<file path="config.mk">
export PLATFORM = sky130hd
export DESIGN_NAME = rtci2_slave
export DESIGN_NICKNAME = d
export VERILOG_FILES = /design/src/inc/rtci2_pkg.sv /design/src/logic/rtci2_slave.sv
export SDC_FILE = /design/constraint.sdc
export NUM_CORES = 1
export LEC_CHECK = 0
export BUFFER_PORTS_ARGS = -buffer_cell sky130_fd_sc_hd__buf_2
export CAP_MARGIN = 5
export CORE_UTILIZATION = 33
export CTS_CLUSTER_DIAMETER = 100
export CTS_CLUSTER_SIZE = 10
export DETAILED_ROUTE_END_ITERATION = 12
export PLACE_DENSITY = 0.5
export SLEW_MARGIN = 20
export SYNTH_ARGS = -nofsm -noshare
export SYNTH_HDL_FRONTEND = slang
export SYNTH_SLANG_ARGS = --single-unit
</file>
<file path="constraint.sdc">
create_clock -name CLK_SYS -period 2.2 [get_ports CLK_SYS]
set_clock_uncertainty 0.2 [all_clocks]
set_input_delay 0.11 -clock CLK_SYS [delete_from_list [all_inputs] [get_ports CLK_SYS]]
set_output_delay 0.11 -clock CLK_SYS [all_outputs]
set_load 0.005 [all_outputs]
</file>
<file path="src/inc/rtci2_pkg.sv">
package rtci2_pkg;

   // Bus address of this slave and direction bit meaning
   localparam logic [6:0] SLAVE_ADDR = 7'h68;
   localparam logic DIR_WRITE = 1'b0;
   localparam logic DIR_READ = 1'b1;

   // Field positions inside the address byte
   localparam int ADDR_MSB = 7;
   localparam int ADDR_LSB = 1;
   localparam int DIR_BIT = 0;

   // Bits per byte on the wire, data width of the register side
   localparam int DATA_W = 8;
   localparam logic [3:0] BYTE_BITS = 4'h8;
   localparam logic [3:0] CNT_RST = 4'h0;

   // Reset values and pointer step
   localparam logic [7:0] PTR_RST = 8'h00;
   localparam logic [7:0] BYTE_RST = 8'h00;
   localparam logic [7:0] PTR_STEP = 8'h01;
   localparam logic LINE_IDLE = 1'b1;

   // Link side timing: system clock 40 ns, bench link clock 320 ns
   localparam int CLK_PERIOD_NS = 40;
   localparam int LINK_PERIOD_NS = 320;
   localparam int LINK_CYCLES = (LINK_PERIOD_NS + CLK_PERIOD_NS - 1) / CLK_PERIOD_NS;

   typedef enum logic [3:0] {
      ST_IDLE,
      ST_ADDR,
      ST_ADDR_ACK,
      ST_WORD,
      ST_WORD_ACK,
      ST_WDATA,
      ST_WDATA_ACK,
      ST_RDATA,
      ST_RDATA_ACK,
      ST_IGNORE
   } rtci2_state_t;

   // One register write toward the register file
   typedef struct packed {
      logic [7:0] addr;
      logic [7:0] data;
   } rtci2_wr_t;

endpackage : rtci2_pkg

</file>
<file path="src/logic/rtci2_slave.sv">
`timescale 1ns/1ps
// Overview of operation
// - Bytes of eight bits, ninth bit acknowledges
// - Acknowledge holds data low while clock high
// - Release data after master's final not-acknowledge
// - Stop or repeated start ends a transfer
// - Start begins transfer, stop ends it
// - First byte: address 1101000 plus direction
// - Matching address gets an acknowledge
// - Write: next byte loads register pointer
// - Data bytes acknowledged, stored, pointer advanced
// - Direction one reads from the pointer
// - Read without pointer write uses old pointer
// - Slave keeps sending until not-acknowledge
// - Start and stop detected anywhere
// - Data changes only while clock low
module rtci2_slave (
   input wire logic CLK_SYS,
   input wire logic RST_N,
   input wire logic SCL,
   input wire logic SDA,
   output logic SDA_LVL,
   output logic SDA_OE,
   output logic [7:0] REG_PTR,
   output rtci2_pkg::rtci2_wr_t WR_REQ,
   output logic WR_STB,
   input wire logic [7:0] RD_DATA,
   output logic RD_STB,
   output logic BUSY
);
   import rtci2_pkg::*;

   logic scl_s1_ff, scl_s2_ff, scl_d_ff;
   logic sda_s1_ff, sda_s2_ff, sda_d_ff;
   rtci2_state_t state_ff;
   logic [3:0] cnt_ff;
   logic [7:0] rx_ff;
   logic [7:0] tx_ff;
   logic [7:0] ptr_ff;
   logic nack_ff;
   logic sda_oe_ff;
   logic sda_o_ff;
   rtci2_wr_t wr_req_ff;
   logic wr_stb_ff;
   logic rd_stb_ff;
   logic scl_rise, scl_fall, start_det, stop_det, byte_end, addr_hit;

   // Two-stage synchronisers plus one delay stage for edge finding
   always_ff @(posedge CLK_SYS) begin
      if (!RST_N) begin
         scl_s1_ff <= LINE_IDLE;
         scl_s2_ff <= LINE_IDLE;
         scl_d_ff <= LINE_IDLE;
         sda_s1_ff <= LINE_IDLE;
         sda_s2_ff <= LINE_IDLE;
         sda_d_ff <= LINE_IDLE;
      end else begin
         scl_s1_ff <= SCL;
         scl_s2_ff <= scl_s1_ff;
         scl_d_ff <= scl_s2_ff;
         sda_s1_ff <= SDA;
         sda_s2_ff <= sda_s1_ff;
         sda_d_ff <= sda_s2_ff;
      end
   end

   assign scl_rise = scl_s2_ff & ~scl_d_ff;
   assign scl_fall = ~scl_s2_ff & scl_d_ff;
   // Data moving while clock stays high is a control condition
   assign start_det = scl_s2_ff & scl_d_ff & sda_d_ff & ~sda_s2_ff;
   assign stop_det = scl_s2_ff & scl_d_ff & ~sda_d_ff & sda_s2_ff;
   assign byte_end = scl_fall & (cnt_ff == BYTE_BITS);
   assign addr_hit = (rx_ff[ADDR_MSB:ADDR_LSB] == SLAVE_ADDR);

   // Transfer sequencing
   always_ff @(posedge CLK_SYS) begin
      if (!RST_N) begin
         state_ff <= ST_IDLE;
      end else if (start_det) begin
         state_ff <= ST_ADDR;
      end else if (stop_det) begin
         state_ff <= ST_IDLE;
      end else if (scl_fall) begin
         case (state_ff)
            ST_ADDR: begin
               if (byte_end) begin
                  state_ff <= addr_hit ? ST_ADDR_ACK : ST_IGNORE;
               end
            end
            ST_ADDR_ACK: begin
               state_ff <= (rx_ff[DIR_BIT] == DIR_READ) ? ST_RDATA : ST_WORD;
            end
            ST_WORD: begin
               if (byte_end) begin
                  state_ff <= ST_WORD_ACK;
               end
            end
            ST_WORD_ACK: begin
               state_ff <= ST_WDATA;
            end
            ST_WDATA: begin
               if (byte_end) begin
                  state_ff <= ST_WDATA_ACK;
               end
            end
            ST_WDATA_ACK: begin
               state_ff <= ST_WDATA;
            end
            ST_RDATA: begin
               if (byte_end) begin
                  state_ff <= ST_RDATA_ACK;
               end
            end
            ST_RDATA_ACK: begin
               state_ff <= nack_ff ? ST_IGNORE : ST_RDATA;
            end
            default: begin
               state_ff <= state_ff;
            end
         endcase
      end
   end

   // Bit counter: counts sampled clock pulses within a byte
   always_ff @(posedge CLK_SYS) begin
      if (!RST_N) begin
         cnt_ff <= CNT_RST;
      end else if (start_det || stop_det) begin
         cnt_ff <= CNT_RST;
      end else if (scl_rise && (state_ff == ST_ADDR || state_ff == ST_WORD ||
                                state_ff == ST_WDATA || state_ff == ST_RDATA)) begin
         cnt_ff <= cnt_ff + 4'h1;
      end else if (byte_end) begin
         cnt_ff <= CNT_RST;
      end
   end

   // Receive shifter, sampled on rising clock
   always_ff @(posedge CLK_SYS) begin
      if (!RST_N) begin
         rx_ff <= BYTE_RST;
      end else if (scl_rise && (state_ff == ST_ADDR || state_ff == ST_WORD || state_ff == ST_WDATA)) begin
         rx_ff <= {rx_ff[6:0], sda_s2_ff};
      end
   end

   // Master's answer after a sent byte: high means not-acknowledge
   always_ff @(posedge CLK_SYS) begin
      if (!RST_N) begin
         nack_ff <= 1'b0;
      end else if (scl_rise && state_ff == ST_RDATA_ACK) begin
         nack_ff <= sda_s2_ff;
      end
   end

   // Transmit shifter, moved on falling clock
   always_ff @(posedge CLK_SYS) begin
      if (!RST_N) begin
         tx_ff <= BYTE_RST;
      end else if (scl_fall && ((state_ff == ST_ADDR_ACK && rx_ff[DIR_BIT] == DIR_READ) ||
                                (state_ff == ST_RDATA_ACK && !nack_ff))) begin
         tx_ff <= RD_DATA;
      end else if (scl_fall && state_ff == ST_RDATA && !byte_end) begin
         tx_ff <= {tx_ff[6:0], 1'b0};
      end
   end

   // Register pointer survives between transfers
   always_ff @(posedge CLK_SYS) begin
      if (!RST_N) begin
         ptr_ff <= PTR_RST;
      end else if (state_ff == ST_WORD && byte_end) begin
         ptr_ff <= rx_ff;
      end else if (state_ff == ST_WDATA && byte_end) begin
         ptr_ff <= ptr_ff + PTR_STEP;
      end else if (rd_stb_ff) begin
         ptr_ff <= ptr_ff + PTR_STEP;
      end
   end

   // Data line drive: changed after a falling clock edge, cleared on start or stop
   always_ff @(posedge CLK_SYS) begin
      if (!RST_N) begin
         sda_oe_ff <= 1'b0;
      end else if (start_det || stop_det) begin
         sda_oe_ff <= 1'b0;
      end else if (scl_fall) begin
         case (state_ff)
            ST_ADDR: begin
               sda_oe_ff <= byte_end & addr_hit;
            end
            ST_WORD, ST_WDATA: begin
               sda_oe_ff <= byte_end;
            end
            ST_ADDR_ACK: begin
               sda_oe_ff <= (rx_ff[DIR_BIT] == DIR_READ) ? ~RD_DATA[7] : 1'b0;
            end
            ST_RDATA: begin
               // Bit 7 of the shifter already stands on the line, so bit 6 goes next
               sda_oe_ff <= byte_end ? 1'b0 : ~tx_ff[6];
            end
            ST_RDATA_ACK: begin
               sda_oe_ff <= nack_ff ? 1'b0 : ~RD_DATA[7];
            end
            default: begin
               sda_oe_ff <= 1'b0;
            end
         endcase
      end
   end

   // Open-drain: the output level is always low, the enable carries data
   always_ff @(posedge CLK_SYS) begin
      if (!RST_N) begin
         sda_o_ff <= 1'b0;
      end else begin
         sda_o_ff <= 1'b0;
      end
   end

   // Register-side strobes
   always_ff @(posedge CLK_SYS) begin
      if (!RST_N) begin
         wr_stb_ff <= 1'b0;
         rd_stb_ff <= 1'b0;
         wr_req_ff <= '0;
      end else begin
         wr_stb_ff <= (state_ff == ST_WDATA) && byte_end && !start_det && !stop_det;
         rd_stb_ff <= scl_fall && !start_det && !stop_det &&
                      ((state_ff == ST_ADDR_ACK && rx_ff[DIR_BIT] == DIR_READ) ||
                       (state_ff == ST_RDATA_ACK && !nack_ff));
         if ((state_ff == ST_WDATA) && byte_end) begin
            wr_req_ff <= '{addr: ptr_ff, data: rx_ff};
         end
      end
   end

   assign SDA_LVL = sda_o_ff;
   assign SDA_OE = sda_oe_ff;
   assign REG_PTR = ptr_ff;
   assign WR_REQ = wr_req_ff;
   assign WR_STB = wr_stb_ff;
   assign RD_STB = rd_stb_ff;
   assign BUSY = (state_ff != ST_IDLE) && (state_ff != ST_IGNORE);
endmodule : rtci2_slave

</file>
; ---- Yosys cells after proc, flatten, opt, wreduce, memory -nomap -nowiden
; Cells that the tools add are included.
[totals]
reg_bits = 57
inputBits = 12
word_cells = 115
[op_classes]
add_sub_neg = 2
n_eq_ne = 19
mux = 22
bitwise_logic = 16
reduce_logical = 38
[op_table]
columns = op, n
row1 = two-way mux 4 bit, 8
row2 = one-hot mux 4 bit (7 select lines), 1
row3 = two-way mux 8 bit, 3
row4 = "!= test 4 bit, second input constant", 5
row5 = "equality test 4 x 3 -> 1 bit, second input constant", 4
row6 = logical AND 1 bit, 16
row7 = two-way mux 7 bit, 2
row8 = AND reduction 6 bit, 2
row9 = AND 1 bit, 9
row10 = nonzero test 9 bit, 1
row11 = "adder 8 x 1 -> 8 bit, second input constant", 1
row12 = "equality test 4 x 2 -> 1 bit, second input constant", 2
row13 = "equality test 4 bit, second input constant", 2
row14 = "!= test 2 bit, second input constant", 4
row15 = "equality test 7 bit, second input constant", 1
row16 = NOT 1 bit, 7
row17 = nonzero test 7 bit, 1
row18 = two-way mux 1 bit, 6
row19 = nonzero test 3 bit, 2
row20 = OR reduction 2 bit, 3
row21 = logical OR 1 bit, 5
row22 = one-hot mux 1 bit (5 select lines), 1
row23 = "adder 4 x 1 -> 4 bit, second input constant", 1
row24 = "equality test 4 x 1 -> 1 bit, second input constant", 1
row25 = other kinds (5), 9

; ---- Depth between registers and ports, before layout
[logic_depth]
depth_word = 8
ltp_mapped = 8

; ---- Worst setup path before layout
; No wires, ideal clock.
[synth_path]
path_kind = register -> register
startpoint = register cnt_ff[0]
endpoint = register ptr_ff[7], in the netlist REG_PTR[7]
arrival_ns = 1.605
t_required_ns = 1.883
setup_slack_ns = 0.278
stages_incl_launch_ff = 8
period_less_slack_ns = 1.922
path_cell_list = dfxtp_1 inv_1 ha_1 nand3b_1 nor3_4 buf_4 o22ai_1 a32o_1
[synth_via]
elab_chain_cells = 5
elab_cells_between_ends = 7
cone_classes = eq/ne (1) / mux (2) / bitwise (1) / reduce/logical (3)
[synth_rtl]
columns = item, line_no
row1 = "start, declared", rtci2_slave.sv:36  ; logic [3:0] cnt_ff;
row2 = "start signal, assigned", rtci2_slave.sv:132  ; cnt_ff <= cnt_ff + 4'h1;
row3 = equality test 4 bit (*), rtci2_slave.sv:72  ; assign byte_end = scl_fall & (cnt_ff == BYTE_BITS);
row4 = AND 1 bit (*), rtci2_slave.sv:72
row5 = logical AND 1 bit, rtci2_slave.sv:174  ; end else if (state_ff == ST_WDATA && byte_end) begin
row6 = two-way mux 8 bit, rtci2_slave.sv:174
row7 = two-way mux 8 bit, rtci2_slave.sv:172  ; end else if (state_ff == ST_WORD && byte_end) begin
row8 = "end signal, assigned", rtci2_slave.sv:173  ; ptr_ff <= rx_ff;
row9 = "end signal, assigned", rtci2_slave.sv:175  ; ptr_ff <= ptr_ff + PTR_STEP;
row10 = "end signal, assigned", rtci2_slave.sv:177  ; ptr_ff <= ptr_ff + PTR_STEP;
row11 = "end, declared", rtci2_slave.sv:39  ; logic [7:0] ptr_ff;
; Mark *: on every way between the ends. The rest lies on a longest branch, timed or not.
; A chain may end at the register's enable or synchronous reset.

; ---- Final worst setup path
[layout_path]
startpoint = register cnt_ff[0]
endpoint = register ptr_ff[2], in the netlist REG_PTR[2]
; The elaborated chain is that of the path after synthesis.

==> impl_metrics.py <==
metrics = {
    "run_status": {
        "status": "finished, final reports clean",
    },
    "global_routing": {
        "grt_usage_pct": 17.1,
        "grt_overflow_total": 0,
        "grt_first_pass_wirelength_um": 11700,
        "grt_pass1_vias": 2334,
        "antenna_found_initial": 0,
        "grt_max_degree": 32,
    },
    "floorplanning": {
        "die-height_um": 94.7,
        "die_w_um": 94.7,
        "row_count": 33,
        "start_util_pct": 34.3,
        "num_io_pins": 41,
        "core_mm2": 0.00826,
        "dieArea_mm2": 0.00897,
    },
    "drt": {
        "drtIter0Drc": 113,
        "viasPerCell": 5.23,
        "wire_per_inst_um": 14.4,
        "routed-wl-met3_um": 278,
        "drt-total-wl_um": 7250,
        "drc": 0,
        "wl_met1_um": 3770,
        "antenna_left": 0,
        "route.vias.total": 2623,
        "routed.top_layer": "met4",
        "first_pass_iters": 4,
        "route.met2.wl_um": 3110,
    },
    "critical_path": {
        "cp_max_fo": 6,
        "slowest_stage": "a211oi_2",
        "crit_required_ps": 2230,
        "critical_path_arrival_ps": 2100,
        "crit_chain": "inv_1 -> ha_1 -> nand3b_1 -> a211oi_2 -> o22ai_1 -> a32o_1",
        "r2r-start": "cnt_ff[0]$_SDFFE_PP0P_",
        "cp-startpoint": "cnt_ff[0]$_SDFFE_PP0P_",
        "worst_setup_path_start_kind": "register",
        "end_kind": "register",
        "slowest_delay_ps": 480,
        "path_class": "register to register",
    },
    "cts": {
        "root_buffer": "clkbuf_8",
        "numCtsBuffers": 9,
        "cts_sinks": 57,
        "cts_setup_buffers": 0,
        "clk_path_buf_depth": 2,
        "cts.clk_slew.worst_paths_ps": 70,
        "cts_tree": "built",
        "htreeDepth": 3,
        "clkLatencyLatePin_ps": 340,
    },
    "sta": {
        "setup-violations-final": 0,
        "hold_violations": 0,
        "rsz0062_at_grt": "no",
        "setup_tns_ps": 0,
        "finalCritPeriodShare_pct": 94.1,
        "tightest_slew_ps": 587,
        "slew_headroom_pct": 60.7,
        "period_needed_ps": 2070,
        "slew_violations": 0,
        "clock.fmax_ghz": 0.483,
    },
    "yosys": {
        "synth_top_area_cell": "dfxtp_1",
        "ys_async_sr_fraction_pct": 0,
        "ys_top_cells_by_area": "dfxtp_1, nand2_1, a21oi_1",
        "synthCells": 332,
        "synth_edf_count": 0,
        "ys_ff_latch": 57,
        "synthTopCellsByCount": "nand2_1, dfxtp_1, a21oi_1",
        "ys_dominant_reg_cell": "dfxtp_1",
        "yosysTopAreaCellShare_pct": 40.2,
        "synth.avg_cell_area_um2": 8.54,
        "syn_area_mm2": 0.00284,
        "yosysUniqueCellTypes": 59,
        "synthMostInstantiatedCell": "nand2_1",
        "yosysSeqAreaShare_pct": 40.2,
        "syn_nets": 347,
        "yosysWarnings": 0,
    },
    "cells_and_area": {
        "regArea_mm2": 0.00114,
        "layout-drive-gt1-share_pct": 24.7,
        "diodes": 0,
        "area_delta_synth_final_pct": 25.7,
        "instances_no_fill": 502,
        "final_nets": 407,
        "multi_input_area_mm2": 0.00156,
        "fillCellCount": 869,
    },
    "placement": {
        "hpwl_um": 5080,
        "place.gp.congestion": 0.827,
        "placed_cells_incl_taps": 477,
        "portBuffers": 39,
    },
    "hold_path": {
        "worstHoldStart": "RST_N",
        "hold_path_class": "input port to register",
    },
    "power_and_ir_drop": {
        "p_leak_nw": 1.35,
        "power.density_mw_per_mm2": 667,
        "peakVddDrop_mv": 0.312,
    },
    "flow_run": {
        "timing.max_cap.violations": 0,
    },
}
[critical path, delay by kind of cell, from the launching register on]
kind,cells,cell delay [ps]
simple gates,1,270
fa+ha+maj,1,160
compound gates,3,920
buf+inv,1,80
flops,1,340
[stage by stage]
| step | worst slack (ps) | util (%) | hold slack (ps) | area, um2 | power (mW) |
|---|---|---|---|---|---|
| finish | 131 | 43.2 | 31.0 | 3560 | 2.38 |
| floorplan | 278 | - | 11.5 | 2840 | 1.12 |
| global placement | 195 | 38.9 | 94.6 | 3220 | 1.15 |
| global route | 6.68 | 43.2 | 49.0 | 3560 | 2.46 |
| detailed placement | 127 | 38.9 | 100 | 3220 | 1.15 |
| CTS | 135 | 43.1 | 24.9 | 3560 | 2.41 |
[final timing paths]
kind / end / slack, ps / depth (start not counted)
worst max register to register: REG_PTR[2]$_SDFFE_PN0P_ / 130 / 6
worst min register to register: scl_s2_ff$_SDFF_PN1_ / 220 / 1
worst min-delay path: sda_d_ff$_SDFF_PN1_ / 30 / 3
worst max-delay path: REG_PTR[2]$_SDFFE_PN0P_ / 130 / 6
[area by class of cell]
class | instances | share of cell area, %
multi-input cells | 247 | 43.6
flip-flops and latches | 57 | 32.0
repair buffers | 72 | 13.1
well taps | 105 | 3.69
clock inverters | 7 | 3.58
clock buffers | 9 | 3.48
inverters | 5 | 0.527
[sequential cells by signal (all words and copies together), names as in the netlist, 4 cells and up]
| signal | cells |
|---|---|
| REG_PTR | 8 |
| WR_REQ | 16 |
| cnt_ff | 4 |
| rx_ff | 8 |
| state_ff | 4 |
| tx_ff | 7 |
[report_power, final]
part	internal [mW]	switching (mW)
Clock	0.765	0.472
Sequential	1.04	0.00721
Combinational	0.0420	0.0538
[repair_timing]
action                     in CTS  in global routing
hold buffers                    9                  0
gates resized for setup         0                  1
hold endpoints to repair        9                  0
setup endpoints to repair       0                  1
[logic make-up (layout without fill, tap and decap cells)]
logic type      after synthesis  after routing  share of synthesized area (%)
buf+inv                      28             93                           5.12
compound gates               83             83                           20.8
simple gates                152            152                           29.6
fa+ha+maj                     3              3                           1.32
flops                        57             57                           40.2
mux                           6              6                           2.16
other cells                   1              1                          0.132
xor+xnor                      2              2                          0.618
[per-layer routing]
layer	up-vias	GRT usage (%)
met5	-	0
met4	0	7.07
met1	1221	24.6
li1	1348	-
met2	47	23.7
met3	7	4.43
[cell usage in the layout (no fill, tap or decap), types with 3 or more instances in the layout]
| cell type | n |
|---|---|
| buf_4 | 24 |
| a32o_1 | 5 |
| nor2_1 | 11 |
| inv_1 | 5 |
| nand2_1 | 62 |
| nand3_1 | 22 |
| nor2b_1 | 4 |
| o31ai_1 | 5 |
| nand4_1 | 10 |
| nand4b_1 | 3 |
| o22ai_1 | 5 |
| nor3_1 | 4 |
| nand2b_1 | 11 |
| a211oi_1 | 3 |
| ha_1 | 3 |
| a21oi_1 | 32 |
| clkinv_4 | 3 |
| dlygate4sd3_1 | 9 |
| nand4bb_1 | 3 |
| dfxtp_1 | 57 |
| clkbuf_8 | 9 |
| bufinv_16 | 3 |
| nand3b_1 | 3 |
| o21ai_0 | 7 |
| buf_2 | 39 |
| mux2i_1 | 5 |
| and4bb_2 | 3 |
| o221ai_2 | 5 |
Note: power is estimated with default switching activity, not from simulation.
